$ cat config.mk
export PLATFORM = sky130hd
export DESIGN_NAME = cgt_core
export DESIGN_NICKNAME = d
export VERILOG_FILES = /design/src/core/cgt_pkg.sv /design/src/core/cgt_edge.sv /design/src/core/cgt_step.sv /design/src/core/cgt_core.sv
export SDC_FILE = /design/constraint.sdc
export NUM_CORES = 1
export LEC_CHECK = 0
export BUFFER_PORTS_ARGS = -buffer_cell sky130_fd_sc_hd__buf_2
export CAP_MARGIN = 0
export CORE_MARGIN = 2
export CORE_UTILIZATION = 56
export CTS_CLUSTER_DIAMETER = 50
export DETAILED_ROUTE_END_ITERATION = 6
export GPL_ROUTABILITY_DRIVEN = 0
export PLACE_DENSITY = 0.9
export SETUP_SLACK_MARGIN = 0.1
export SYNTH_ARGS = -nofsm -noshare
export SYNTH_HDL_FRONTEND = slang
export SYNTH_SLANG_ARGS = --single-unit
$ cat constraint.sdc
create_clock -name CLK -period 2.74 [get_ports CLK]
set_input_delay 0.137 -clock CLK [delete_from_list [all_inputs] [get_ports CLK]]
set_output_delay 0.137 -clock CLK [all_outputs]
set_load 0.01 [all_outputs]
$ cat src/core/cgt_pkg.sv
// Purpose: Shared constants and types for the gated trigger counter
// Assumes: One 250 MHz clock, synchronous active-low reset
// Notes:   Bus offsets are byte addresses of 32-bit words
// How it works
// Hardware one-shot waits for a gate edge while armed; disarmed edges ignored.
// Hardware one-shot ignores the gate until its count cycle ends.
// Hardware one-shot: first terminal count reloads hold, second reloads load and halts.
// Level strobe counts after arm, only source edges seen while gate active.
// Level strobe: terminal count reloads load and disarms; new arm needed.
// Level strobe: gate rise saves count to hold, next edge loads, then counts.
// Level modes qualify a source edge only while the gate is active.
// Edge strobe: gate rise when armed starts counting; terminal count reloads, disarms.
// Host must arm first, then give the gate edge, for edge strobe.
// Edge strobe: every gate rise retriggers via hold save and deferred load; the code retriggers only while armed.
// Sync rate generator counts qualified edges repeatedly, reloading load each time.
// Sync rate generator: any gate rise saves count and retriggers.
// Retriggerable one-shot: gate edge starts; terminal count reloads load, stops, stays armed.
// Retriggerable one-shot: every gate edge saves count and retriggers; the code does so only while armed.
// Gate-selected mode: gate low reloads load, high reloads hold, for all reloads.
// Gate-selected mode: gate never starts, stops or qualifies counting.
// Gate-selected mode: two terminal counts then disarm; new arm needed.
// Terminal count follows 0001 down, 9999 decimal up, FFFF binary up.
// Terminal count lasts at most one count-source period.
// Each counter picks its behaviour from its own counter mode field.
package cgt_pkg;

   localparam logic [4:0]  OFS_MODE   = 5'h00;
   localparam logic [4:0]  OFS_LOAD   = 5'h04;
   localparam logic [4:0]  OFS_HOLD   = 5'h08;
   localparam logic [4:0]  OFS_COUNT  = 5'h0C;
   localparam logic [4:0]  OFS_CMD    = 5'h10;
   localparam logic [4:0]  OFS_STATUS = 5'h14;

   localparam int          CFG_W      = 5;
   localparam int          CMD_W      = 3;
   localparam int          STAT_W     = 6;

   localparam logic [15:0] LOAD_RST   = 16'h0000;
   localparam logic [15:0] HOLD_RST   = 16'h0000;
   localparam logic [15:0] COUNT_RST  = 16'h0000;

   localparam logic [15:0] END_DOWN   = 16'h0001;
   localparam logic [15:0] END_BCD_UP = 16'h9999;
   localparam logic [15:0] END_BIN_UP = 16'hFFFF;

   typedef enum logic [2:0] {
      MODE_HW_ONESHOT     = 3'h0,
      MODE_LVL_STROBE     = 3'h1,
      MODE_EDGE_STROBE    = 3'h2,
      MODE_SYNC_RATE      = 3'h3,
      MODE_RETRIG_ONESHOT = 3'h4,
      MODE_GATE_RELOAD    = 3'h5
   } cgt_mode_t;

   typedef enum logic [2:0] {
      ST_IDLE = 3'b001,
      ST_RUN1 = 3'b010,
      ST_RUN2 = 3'b100
   } cgt_state_t;

   typedef struct packed {
      logic      bcd;
      logic      up;
      cgt_mode_t mode;
   } cgt_cfg_t;

   localparam cgt_cfg_t CFG_RST = '{bcd: 1'b0, up: 1'b0, mode: MODE_HW_ONESHOT};

   typedef struct packed {
      logic load;
      logic disarm;
      logic arm;
   } cgt_cmd_t;

endpackage

$ cat src/core/cgt_edge.sv
// Purpose: Rising edge detector for a synchronous input
// Assumes: Input already synchronous to CLK
// Notes:   Pulse is combinational, one cycle wide
`timescale 1ns/1ps
module cgt_edge (
   input  wire logic clk,
   input  wire logic rst_b,
   input  wire logic d,
   output logic      rise
);
   logic prev_reg;

   always_ff @(posedge clk) begin
      if (!rst_b) begin
         prev_reg <= 1'b0;
      end else begin
         prev_reg <= d;
      end
   end

   assign rise = d & ~prev_reg;
endmodule

$ cat src/core/cgt_step.sv
// Purpose: Next count value and end-of-count detect, binary or decimal
// Assumes: Decimal values hold valid digits
// Notes:   Purely combinational
`timescale 1ns/1ps
module cgt_step
   import cgt_pkg::*;
#(
   parameter int DIGITS = 4
) (
   input  wire logic [4*DIGITS-1:0] value,
   input  wire logic                up,
   input  wire logic                bcd,
   output logic      [4*DIGITS-1:0] next_value,
   output logic                     at_end
);
   localparam int W = 4 * DIGITS;

   logic [DIGITS:0]   carry;
   logic [W-1:0]      dec_value;

   assign carry[0] = 1'b1;

   genvar i;
   generate
      for (i = 0; i < DIGITS; i++) begin : g_digit
         logic [3:0] d;
         assign d = value[4*i +: 4];
         always_comb begin
            dec_value[4*i +: 4] = d;
            carry[i+1]          = 1'b0;
            if (carry[i]) begin
               if (up) begin
                  dec_value[4*i +: 4] = (d == 4'h9) ? 4'h0 : d + 4'h1;
                  carry[i+1]          = (d == 4'h9);
               end else begin
                  dec_value[4*i +: 4] = (d == 4'h0) ? 4'h9 : d - 4'h1;
                  carry[i+1]          = (d == 4'h0);
               end
            end
         end
      end
   endgenerate

   always_comb begin
      if (bcd) begin
         next_value = dec_value;
      end else if (up) begin
         next_value = value + W'(1);
      end else begin
         next_value = value - W'(1);
      end
   end

   // The value before the virtual zero marks the end
   always_comb begin
      if (!up) begin
         at_end = (value == W'(END_DOWN));
      end else if (bcd) begin
         at_end = (value == W'(END_BCD_UP));
      end else begin
         at_end = (value == W'(END_BIN_UP));
      end
   end
endmodule

$ cat src/core/cgt_core.sv
// Purpose: One gated counter with six trigger modes and an Avalon-MM slave
// Assumes: GATE and SRC are synchronous to CLK, gate active high
// Notes:   Each bus access takes exactly one wait cycle
//
// The Avalon-MM interface to the registers and the register offsets were left to the implementer.
`timescale 1ns/1ps
module cgt_core (
   input  wire logic                CLK,
   input  wire logic                RST_B,
   input  wire logic [4:0]          AVS_ADDRESS,
   input  wire logic                AVS_READ,
   input  wire logic                AVS_WRITE,
   input  wire logic [3:0]          AVS_BYTEENABLE,
   input  wire logic [31:0]         AVS_WRITEDATA,
   output logic      [31:0]         AVS_READDATA,
   output logic                     AVS_WAITREQUEST,
   input  wire logic                GATE,
   input  wire logic                SRC,
   output logic                     TERMINAL_COUNT,
   output cgt_pkg::cgt_state_t      RUN_STATE
);
   import cgt_pkg::*;

   // Bus side
   logic                 req;
   logic                 ack_reg;
   logic                 wr_take;
   logic                 wr_mode;
   logic                 wr_load;
   logic                 wr_hold;
   logic [31:0]          rdata_reg;
   logic [31:0]          status_word;

   // Registers
   cgt_cfg_t             cfg_reg;
   logic [15:0]          load_reg;
   logic [15:0]          hold_reg;
   logic [15:0]          count_reg;
   logic                 armed_reg;
   cgt_state_t           state_reg;
   logic                 pend_reg;
   logic                 tc_reg;

   // Events
   logic                 src_rise;
   logic                 gate_rise;
   cgt_cmd_t             cmd;
   logic                 cmd_wr;

   // Mode decode
   logic                 level_mode;
   logic                 gated_mode;
   logic                 retrig_mode;

   // Counting control
   logic                 qual;
   logic                 ld_sel_hold;
   logic                 cnt_en;
   logic                 trig;
   logic                 retrig;
   logic                 tc_hit;
   logic                 tc_disarm;
   cgt_state_t           tc_state;
   logic [15:0]          reload_val;

   // Step unit
   logic [15:0]          step_val;
   logic                 at_end;

   // Byte-lane merge for the 16-bit registers
   function automatic logic [15:0] merge16(input logic [15:0] old,
                                           input logic [31:0] wd,
                                           input logic [3:0]  be);
      logic [15:0] r;
      r = old;
      if (be[0]) begin
         r[7:0] = wd[7:0];
      end
      if (be[1]) begin
         r[15:8] = wd[15:8];
      end
      return r;
   endfunction

   // Inputs idle low, so reset leaves no false edge
   cgt_edge u_src_edge (
      .clk   (CLK),
      .rst_b (RST_B),
      .d     (SRC),
      .rise  (src_rise)
   );

   cgt_edge u_gate_edge (
      .clk   (CLK),
      .rst_b (RST_B),
      .d     (GATE),
      .rise  (gate_rise)
   );

   cgt_step #(
      .DIGITS (4)
   ) u_step (
      .value      (count_reg),
      .up         (cfg_reg.up),
      .bcd        (cfg_reg.bcd),
      .next_value (step_val),
      .at_end     (at_end)
   );

   // Avalon slave: first cycle waits and fetches read data, second completes
   assign req             = AVS_READ | AVS_WRITE;
   assign AVS_WAITREQUEST = req & ~ack_reg;
   assign wr_take         = AVS_WRITE & ack_reg;
   assign AVS_READDATA    = rdata_reg;

   // Status bits: armed, phase, terminal count, retrigger pending
   assign status_word = {{(32-STAT_W){1'b0}}, pend_reg, tc_reg, state_reg, armed_reg};

   always_ff @(posedge CLK) begin
      if (!RST_B) begin
         ack_reg <= 1'b0;
      end else begin
         ack_reg <= req & ~ack_reg;
      end
   end

   // Fetch on the waiting cycle so data stand at the answer
   always_ff @(posedge CLK) begin
      if (!RST_B) begin
         rdata_reg <= 32'h00000000;
      end else if (AVS_READ && !ack_reg) begin
         case (AVS_ADDRESS)
            OFS_MODE:   rdata_reg <= {{(32-CFG_W){1'b0}}, cfg_reg};
            OFS_LOAD:   rdata_reg <= {16'h0000, load_reg};
            OFS_HOLD:   rdata_reg <= {16'h0000, hold_reg};
            OFS_COUNT:  rdata_reg <= {16'h0000, count_reg};
            OFS_STATUS: rdata_reg <= status_word;
            default:    rdata_reg <= 32'h00000000;
         endcase
      end
   end

   // Commands are write-only strobes; reading the slot gives zero
   assign cmd_wr = wr_take && (AVS_ADDRESS == OFS_CMD) && AVS_BYTEENABLE[0];
   assign cmd    = cmd_wr ? cgt_cmd_t'(AVS_WRITEDATA[CMD_W-1:0]) : cgt_cmd_t'(3'h0);

   // One write strobe per writable register; count is read-only
   assign wr_mode = wr_take && (AVS_ADDRESS == OFS_MODE) && AVS_BYTEENABLE[0];
   assign wr_load = wr_take && (AVS_ADDRESS == OFS_LOAD);
   assign wr_hold = wr_take && (AVS_ADDRESS == OFS_HOLD);

   // Mode field should only change while disarmed; no guard is built in
   always_ff @(posedge CLK) begin
      if (!RST_B) begin
         cfg_reg <= CFG_RST;
      end else if (wr_mode) begin
         cfg_reg <= cgt_cfg_t'(AVS_WRITEDATA[CFG_W-1:0]);
      end
   end

   always_ff @(posedge CLK) begin
      if (!RST_B) begin
         load_reg <= LOAD_RST;
      end else if (wr_load) begin
         load_reg <= merge16(load_reg, AVS_WRITEDATA, AVS_BYTEENABLE);
      end
   end

   // Mode decode
   always_comb begin
      level_mode  = 1'b0;
      gated_mode  = 1'b0;
      retrig_mode = 1'b0;
      case (cfg_reg.mode)
         MODE_HW_ONESHOT: begin
            gated_mode  = 1'b1;
         end
         MODE_LVL_STROBE: begin
            level_mode  = 1'b1;
            retrig_mode = 1'b1;
         end
         MODE_EDGE_STROBE: begin
            gated_mode  = 1'b1;
            retrig_mode = 1'b1;
         end
         MODE_SYNC_RATE: begin
            level_mode  = 1'b1;
            retrig_mode = 1'b1;
         end
         MODE_RETRIG_ONESHOT: begin
            gated_mode  = 1'b1;
            retrig_mode = 1'b1;
         end
         MODE_GATE_RELOAD:    ;
         default:             ;
      endcase
   end

   // Level modes only see edges while the gate is active
   assign qual = src_rise & (~level_mode | GATE);

   // Gate-selected mode loads from hold while the gate is high
   assign ld_sel_hold = (cfg_reg.mode == MODE_GATE_RELOAD) & GATE;

   // Gate-triggered modes also need the run phase; undefined codes never count
   always_comb begin
      case (cfg_reg.mode)
         MODE_HW_ONESHOT,
         MODE_EDGE_STROBE,
         MODE_RETRIG_ONESHOT: cnt_en = armed_reg && state_reg != ST_IDLE;
         MODE_LVL_STROBE,
         MODE_SYNC_RATE,
         MODE_GATE_RELOAD:    cnt_en = armed_reg;
         default:             cnt_en = 1'b0;
      endcase
   end

   // Starting edge: armed and idle only, so later edges cannot restart the cycle
   assign trig = gate_rise & gated_mode & armed_reg & (state_reg == ST_IDLE);

   // Sync rate generator retriggers even when not armed
   assign retrig = gate_rise & retrig_mode &
                   (armed_reg | (cfg_reg.mode == MODE_SYNC_RATE));

   // A pending reload takes the edge, so no terminal count then
   assign tc_hit = qual & cnt_en & ~pend_reg & at_end;

   // Reload source and phase change at terminal count
   always_comb begin
      reload_val = load_reg;
      tc_disarm  = 1'b0;
      tc_state   = state_reg;
      case (cfg_reg.mode)
         MODE_HW_ONESHOT: begin
            if (state_reg == ST_RUN1) begin
               reload_val = hold_reg;
               tc_state   = ST_RUN2;
            end else begin
               tc_state   = ST_IDLE;
            end
         end
         MODE_LVL_STROBE: begin
            tc_disarm = 1'b1;
            tc_state  = ST_IDLE;
         end
         MODE_EDGE_STROBE: begin
            tc_disarm = 1'b1;
            tc_state  = ST_IDLE;
         end
         MODE_SYNC_RATE:      ;
         MODE_RETRIG_ONESHOT: begin
            tc_state = ST_IDLE;
         end
         MODE_GATE_RELOAD: begin
            reload_val = GATE ? hold_reg : load_reg;
            if (state_reg == ST_RUN1) begin
               tc_state  = ST_RUN2;
            end else begin
               tc_state  = ST_IDLE;
               tc_disarm = 1'b1;
            end
         end
         default:             ;
      endcase
   end

   // Load command wins over any source edge in the same cycle
   always_ff @(posedge CLK) begin
      if (!RST_B) begin
         count_reg <= COUNT_RST;
      end else if (cmd.load) begin
         if (ld_sel_hold) begin
            count_reg <= hold_reg;
         end else begin
            count_reg <= load_reg;
         end
      end else if (qual && pend_reg) begin
         count_reg <= load_reg;
      end else if (qual && cnt_en) begin
         count_reg <= at_end ? reload_val : step_val;
      end
   end

   // A gate capture beats a bus write landing in the same cycle
   always_ff @(posedge CLK) begin
      if (!RST_B) begin
         hold_reg <= HOLD_RST;
      end else if (retrig) begin
         hold_reg <= count_reg;
      end else if (wr_hold) begin
         hold_reg <= merge16(hold_reg, AVS_WRITEDATA, AVS_BYTEENABLE);
      end
   end

   // Pending reload: the next qualified edge loads, the one after counts
   always_ff @(posedge CLK) begin
      if (!RST_B) begin
         pend_reg <= 1'b0;
      end else if (retrig) begin
         pend_reg <= 1'b1;
      end else if (cmd.disarm || qual) begin
         pend_reg <= 1'b0;
      end
   end

   // Arm beats a self-disarm in the same cycle so the command is not lost
   always_ff @(posedge CLK) begin
      if (!RST_B) begin
         armed_reg <= 1'b0;
      end else if (cmd.arm) begin
         armed_reg <= 1'b1;
      end else if (cmd.disarm) begin
         armed_reg <= 1'b0;
      end else if (tc_hit && tc_disarm) begin
         armed_reg <= 1'b0;
      end
   end

   // Arm in gate-triggered modes still waits for the gate edge
   always_ff @(posedge CLK) begin
      if (!RST_B) begin
         state_reg <= ST_IDLE;
      end else if (cmd.arm) begin
         state_reg <= gated_mode ? ST_IDLE : ST_RUN1;
      end else if (cmd.disarm) begin
         state_reg <= ST_IDLE;
      end else if (tc_hit) begin
         state_reg <= tc_state;
      end else if (trig) begin
         state_reg <= ST_RUN1;
      end
   end

   // Any next source edge ends the pulse, gated or not
   always_ff @(posedge CLK) begin
      if (!RST_B) begin
         tc_reg <= 1'b0;
      end else if (tc_hit) begin
         tc_reg <= 1'b1;
      end else if (src_rise) begin
         tc_reg <= 1'b0;
      end
   end

   // Both outputs straight from flip-flops
   assign TERMINAL_COUNT = tc_reg;
   assign RUN_STATE      = state_reg;
endmodule

# Word-level counts from Yosys, hierarchy flattened
# Cells that the tools add are included.
# op_classes
bitwise	22
add_sub_neg	10
n_eq_ne	24
n_reduce_logical	42
muxes	58
# ops
operator	count
$mux W16	11
$pmux W16 S5	1
$mux W4	15
$eq A16 B16 Y1 const B	2
$pmux W16 S2	1
$mux W1	18
$mux W3	6
$add A16 B1 Y16 const B	1
$add A4 B1 Y4 const B	4
$eq A16 B1 Y1 const B	1
$eq A4 B4 Y1 const B	4
$logic_not A4 Y1	4
$mux W8	2
$reduce_and A2 Y1	8
$sub A16 B1 Y16 const B	1
$sub A4 B1 Y4 const B	4
$ne A5 B1 Y1 const B	3
$and A1 B1 Y1	14
$logic_and A1 B1 Y1	11
$eq A5 B4 Y1 const B	2
$eq A5 B5 Y1 const B	2
$reduce_bool A2 Y1	5
$eq A3 B2 Y1 const B	3
$reduce_or A3 Y1	3
18 further kinds	30
# totals
reg_bits	94
output_inout_bits	37

# Depth between registers and ports, before layout
# Gate-level depths: netlist (run 1).
# logic_depth
word_depth	13
mapped_depth	10
ltp_nobuf	9

# Cells and area by module
# From an unflattened synthesis (run 1), not the netlist that was laid out.
# hier_totals
cells_unflattened	799
hier_area_um2	6024.5
# by_module_without_submodules
module	instances	area_per_inst_um2	cells_per_inst
cgt_core	1	4565.6	568
cgt_step	1	1378.8	225
cgt_edge	2	40.0	3

# Worst setup path before layout (run 1)
# OpenSTA, ideal clock, no wires.
# synth_path
kind	register to register
start	reg count_reg[1]
end	reg count_reg[2]
setup_slack_ns	0.278
arrival_ns	2.329
path_stages_with_launch	11
t_required_ns	2.606
path_cell_list	dfxtp_1 clkbuf_1 inv_1 ha_1 or4b_2 nor4_1 nor2_1 buf_2 and3_1 nor4_1 nor4_1
# synth_via
elab_chain_cells	8
elab_cells_between_ends	20
# synth_lines
element	line	rtl
from (decl)	cgt_core.sv:38	logic [15:0] count_reg;
from (signal assigned)	cgt_core.sv:273	count_reg <= hold_reg;
from (signal assigned)	cgt_core.sv:275	count_reg <= load_reg;
from (signal assigned)	cgt_core.sv:278	count_reg <= load_reg;
branches (longest 4 deep; another with $sub A16 B1 Y16)	-	
$mux W16 (*)	cgt_core.sv:280	count_reg <= at_end ? reload_val : step_val;
$mux W16 (*)	cgt_core.sv:279	end else if (qual && cnt_en) begin
$mux W16 (*)	cgt_core.sv:277	end else if (qual && pend_reg) begin
$mux W16 (*)	cgt_core.sv:271	end else if (cmd.load) begin
# Mark *: on every way between the ends. The select of a mux whose other input is x is not followed.
# A chain may end at the register's enable or synchronous reset.

# Worst setup path after layout (run 1)
# layout_path
start	reg count_reg[0]
end	reg count_reg[9]
# layout_via
elab_chain_cells	7
elab_cells_between_ends	19
# layout_lines
element	line	rtl
$sub A16 B1 Y16, or another cell as far along	cgt_step.sv:50	next_value = value - W'(1);
$mux W16 or $mux W1 (tied branches)	cgt_step.sv:47, cgt_step.sv:58	
$mux W16 or $mux W1 (tied branches)	cgt_step.sv:45, cgt_step.sv:56	
$mux W16	cgt_core.sv:280	
$mux W16	cgt_core.sv:279	
$mux W16	cgt_core.sv:277	
$mux W16	cgt_core.sv:271	
# Parallel ways exist; a longest one is shown, timed or not. The select of a mux whose other input is x is not followed.

==> results.toml, run 1 <==
[flow_run]
maxCapViolCount = 0

[power_and_ir_drop]
p_total_w = 0.00219
cellPowerDensity_nw_per_um2 = 350
peakVddDrop_uv = 439
leakage_nw = 2.43

[worst_setup_path]
cp-end-kind = "register"
start_kind = "register"
cpPeakStageDelay_ns = 0.66
r2r_start = "count_reg[0]"
r2r-end = "count_reg[9]"
crit_fanout = 16
crit_chain = "ha_1 -> or4b_2 -> nor4_4 -> nor2_4 -> buf_4 -> a211oi_1 -> a211o_1 -> a31oi_1"
r2r_cells = 8
worstPathArrival_ns = 2.77
slowest_stage = "or4b_2"
reg2reg_slack_ns = 0.22
critPathRequiredTime_ns = 2.99
path_class = "reg -> reg"
crit_path_start = "count_reg[0]"

[timing]
holdWs_ns = 0.0360
finalSetupViolations = 0
hold_violations = 0
worst_slew_margin_rel = 0.189
tightest_slew_ns = 1.22
tns_ns = 0
period_share = 0.919
drv_slew = 0
period_needed_ns = 2.52
finClkSkew_ns = 0.0122
clock.fmax_ghz = 0.397
rsz0062_at_grt = "no"

[logic_synthesis]
synthAdderAreaFrac = 0.00677
synth_area_leaders = "dfxtp_1 28%, mux2i_1 10%, nor2_1 6.0%"
yosys_warnings = 0
synthFlopType = "dfxtp_1"
synth-simple-area-share = 0.242
synth_largest_area_cell = "dfxtp_1"
ys_ff_latch = 78
synth_cell_types = 75
synth_compound_area_frac = 0.252
async_reset_ff_frac = 0
synth_top_cell_area_share = 0.282
muxShareOfSynthArea = 0.107
synth-seq-area-share = 0.282
synth.most_common_cell = "nor2_1"
synthTopCellsByCount = "88 x nor2_1, 78 x dfxtp_1, 58 x mux2i_1"
synthXorXnorAreaFrac = 0.0332
syn_inst = 719
syn_area_per_cell_um2 = 7.71
synth_edf_count = 0
synth_top_family_by_area = "compound AO/OA/AOI/OAI gates"
syn_area_um2 = 5540

[floorplanning]
dieArea_um2 = 10700
die_h_um = 103
ios = 84
core_area_um2 = 9680
start_util = 0.572
die_w_um = 103
rows = 36

[cts]
numCtsBuffers = 9
clk_latency_ns = 0.37
cts_tree = "yes"
root_buffer = "clkbuf_8"
htreeDepth = 3
cts.path.max_buffers = 2
clkSlewWorstSetupHoldPaths_ns = 0.08
clock-sinks = 78

[min_path]
hold_end = "load_reg[10]"
worstHoldPathCells = 3
hold_start = "AVS_WRITEDATA[10]"
worst_hold_path_type = "in -> reg"

[layout]
final_core_util = 0.645
drive_above_1_share = 0.179
fin_area_um2 = 6240
syn_to_final_growth_pct = 12.7
n_antenna_cell = 0
fin_nets = 810

[route]
totalWireLength_um = 17300
first_pass_iters = 6
dr.first_iter.drc_count = 890
drtAntennaViolNets = 0
avgRoutedWirePerCell_um = 19.2
drc = 0
vias = 6137
viasPerCell = 6.83

[global_routing]
grt_pass1_vias = 5771
gr-total-overflow = 0
grt_usage = 0.326
grt_start_max_net_pins = 37
antenna_found_initial = 0
grt_first_pass_wirelength_um = 27700

[placement]
place.detailed.hpwl_um = 12000
post_dp_cell_area_um2 = 5980
port-buffer-count = 49

[status]
outcome = "finished, final reports clean"
-- per-stage QoR --
| stage | instances | setup slack, ns |
|---|---|---|
| final | 898 | 0.221 |
| after global placement | 880 | 0.218 |
| after detailed placement | 880 | 0.0543 |
| after global routing | 898 | 0.114 |
| after floorplan | 734 | 0.278 |
| after CTS | 897 | 0.181 |
-- cell usage in the layout, fill, tap and decap left out, drive strengths merged, types with 4 or more instances in the layout --
cell type | Yosys | final
buf | 34 | 97
nand2 | 57 | 57
nor4 | 10 | 10
and3 | 16 | 16
xnor2 | 14 | 14
a211oi | 23 | 23
mux2i | 58 | 58
conb | 1 | 16
nor3 | 19 | 19
o211ai | 16 | 16
or4 | 6 | 6
nand2b | 4 | 4
dfxtp | 78 | 78
a22oi | 30 | 30
inv | 9 | 9
o21ai | 32 | 32
clkbuf | 49 | 13
nand4 | 9 | 9
a41oi | 6 | 6
nor2 | 88 | 88
a21oi | 22 | 22
and2 | 7 | 7
or3 | 7 | 7
a31oi | 16 | 16
o221ai | 9 | 9
o22ai | 7 | 7
a211o | 6 | 6
nand3 | 21 | 21
xor2 | 7 | 7
-- worst max-delay path by stage --
| stage | cells past startpoint | slack (ns) | endpoint |
|---|---|---|---|
| after floorplan | 10 | 0.28 | count_reg[2] |
| after global placement | 7 | 0.22 | RUN_STATE[0] |
| after detailed placement | 7 | 0.05 | RUN_STATE[0] |
| after CTS | 8 | 0.18 | count_reg[9] |
| after global routing | 11 | 0.11 | count_reg[15] |
| final | 8 | 0.22 | count_reg[9] |
-- worst max-delay path, delay by kind of cell (launching register included) --
family,cells,cell delay [ns]
buf+inv,1,0.22
compound gates,3,0.49
fa+ha+maj,1,0.19
simple gates,3,1.08
flops,1,0.41
-- cell type report --
| type | instances | area (um^2) |
|---|---|---|
| tap | 133 | 166 |
| sequential | 78 | 1560 |
| clock buffer | 13 | 159 |
| clock inverter | 3 | 42.5 |
| fill | 696 | 3440 |
| timing repair buffer | 98 | 616 |
| inverter | 10 | 37.5 |
| multi-input combinational | 563 | 3660 |
-- kinds of logic (layout without fill, tap and decap cells) --
group	Yosys count	after routing
compound gates	197	197
xor+xnor	21	21
fa+ha+maj	3	3
buf+inv	93	124
flops	78	78
mux	59	59
other cells	1	16
simple gates	267	267
-- routing by layer --
| layer | track usage | part of all wire | vias to the layer above |
|---|---|---|---|
| li1 | - | - | 2730 |
| met1 | 0.412 | 0.38 | 2808 |
| met2 | 0.514 | 0.46 | 488 |
| met3 | 0.0672 | 0.11 | 111 |
| met4 | 0.189 | 0.050 | 0 |
| met5 | 0 | 0 | - |
-- power by group --
part | internal (W) | switching (W) | total [W]
clock | 0.000470 | 0.000428 | 0.000898
sequential | 0.00114 | 0.00000503 | 0.00114
combinational | 0.0000497 | 0.0000971 | 0.000147
-- what timing repair did --
| action | 4_1_cts | 5_1_grt |
|---|---|---|
| hold endpoints to repair | 1 | 0 |
| gates resized for setup | 3 | 5 |
| pin swaps | 0 | 1 |
| setup buffers | 0 | 1 |
| setup endpoints to repair | 5 | 9 |
| hold buffers | 1 | 0 |
Note: power is estimated with default switching activity, not from simulation.
==> inputs of run 2 (changes only) <==
CAP_MARGIN = 20   (was 0)
RECOVER_POWER = 25   (was default)
==> run 2 against run 1 <==
Effect of this change:
- core utilization is 0.16 points lower
- maximum frequency grew 0.36%
- combinational power increased by 3%
- total power increased by 0.69%
- global-route usage is the same
- sequential cell count did not move
- worst hold slack worse by 0.0053 ns
==> results.toml, run 2 (same netlist as run 1, synthesis figures left out) <==
[status]
outcome = "finished, final reports clean"

[route]
first_pass_iters = 6
met1_length_um = 6670
viasPerCell = 6.92
avgRoutedWirePerCell_um = 20.0
dr.first_iter.drc_count = 851
drc = 0
totalWireLength_um = 18000
routed-wl-met3_um = 1950
top_layer = "met4"
route.met2.wl_um = 8390
vias = 6224
drtAntennaViolNets = 0

[cts]
clk_latency_ns = 0.37
numCtsBuffers = 9
htreeDepth = 3
root_buffer = "clkbuf_8"
clock-sinks = 78
clkSlewWorstSetupHoldPaths_ns = 0.08
cts.path.max_buffers = 2
cts_tree = "yes"

[worst_setup_path]
cpPeakStageDelay_ns = 0.66
slowest_stage = "or4b_2"
r2r-end = "RUN_STATE[0]"
cp-end-kind = "register"
crit_chain = "ha_1 -> or4b_2 -> nor4_4 -> nor2_4 -> nor2_2 -> a21bo_2 -> o221ai_1"
critPathRequiredTime_ns = 2.89
path_class = "reg -> reg"
worstPathArrival_ns = 2.66
r2r_cells = 7
r2r_start = "count_reg[0]"
reg2reg_slack_ns = 0.23
start_kind = "register"
crit_fanout = 16

[min_path]
worst_hold_path_type = "in -> reg"
worstHoldPathCells = 2
hold_start = "GATE"
hold_end = "u_gate_edge.prev_reg"

[floorplanning]
dieArea_um2 = 10700
core_area_um2 = 9680
rows = 36
start_util = 0.572
die_w_um = 103
ios = 84
die_h_um = 103

[flow_run]
maxCapViolCount = 0

[power_and_ir_drop]
p_clk_frac = 0.413
pwr-share-comb = 0.069
p_total_w = 0.00220
sequentialPowerShare = 0.519
cellPowerDensity_nw_per_um2 = 353
internal_power_w = 0.00166
peakVddDrop_uv = 483
swShare = 0.247
switchingPower_w = 0.000545
leakage_nw = 2.35

[layout]
drive_above_1_share = 0.153
n_antenna_cell = 0
final_cell_mix = "86 x nor2_1, 77 x dfxtp_1, 58 x mux2i_1"
syn_to_final_growth_pct = 12.4
nFillCells = 713
fin_nets = 812
instances_no_fill = 900
final_common_cell = "nor2_1"
final_core_util = 0.643

[timing]
tns_ns = 0
clock.fmax_ghz = 0.398
drv_slew = 0
worst_slew_margin_rel = 0.212
hold_violations = 0
finClkSkew_ns = 0.0150
finalSetupViolations = 0
tightest_slew_ns = 1.18
rsz0062_at_grt = "no"
holdWs_ns = 0.0307
period_needed_ns = 2.51
period_share = 0.916

[placement]
place.detailed.hpwl_um = 12000
port-buffer-count = 49
place_inst = 880

[global_routing]
gr-total-overflow = 0
grt_pass1_vias = 5771
antenna_found_initial = 0
grt_start_max_net_pins = 37
grt_first_pass_wirelength_um = 27700
grt_usage = 0.326
## run 2: stage by stage
stage | instance area, um^2 | worst slack [ns]
floorplan | 5600 | 0.278
global placement | 5980 | 0.218
detailed placement | 5980 | 0.0543
CTS | 6200 | 0.181
global route | 6230 | 0.0772
finish | 6230 | 0.230
## run 2: power by group through the flow
stage	clock [W]	sequential [W]	combinational [W]
6_report	0.000909	0.00114	0.000151
4_1_cts	0.000889	0.00114	0.000141
5_1_grt	0.000942	0.00114	0.000160
3_3_place_gp	0	0.00117	0.000133
3_5_place_dp	0	0.00117	0.000139
2_1_floorplan	0	0.00117	0.000100
## run 2: layout make-up
type | count | area, um^2 | area share
Clock buffer | 13 | 159 | 0.0255
Sequential cell | 78 | 1560 | 0.251
Clock inverter | 3 | 42.5 | 0.00683
Timing Repair Buffer | 100 | 601 | 0.0964
Inverter | 10 | 37.5 | 0.00603
Tap cell | 133 | 166 | 0.0267
Multi-Input combinational cell | 563 | 3660 | 0.588
## run 2: worst max path at each step
stage                       from            end  cells past startpoint
floorplan           count_reg[1]   count_reg[2]                     10
global placement    count_reg[0]   RUN_STATE[0]                      7
detailed placement  count_reg[0]   RUN_STATE[0]                      7
CTS                 count_reg[0]   count_reg[9]                      8
global route        count_reg[0]  count_reg[13]                     10
finish              count_reg[0]   RUN_STATE[0]                      7
## run 2: layer usage
metal  GRT usage  up-vias
met5           0        -
met4       0.189        0
met3      0.0672      134
met2       0.514      518
met1       0.412     2837
li1            -     2735
## run 2: what timing repair did
action,4_1_cts,5_1_grt
hold endpoints to repair,1,0
pin swaps,0,1
hold buffers,1,0
resized for setup,3,5
setup buffers,0,1
setup endpoints to repair,5,10
## run 2: critical path, delay by kind of cell (launching register included)
family | cells | cell delay, ns
DFF | 1 | 0.41
AOI/OAI and AO/OA | 2 | 0.37
adders and majority gates | 1 | 0.19
and+or+nand+nor | 4 | 1.32
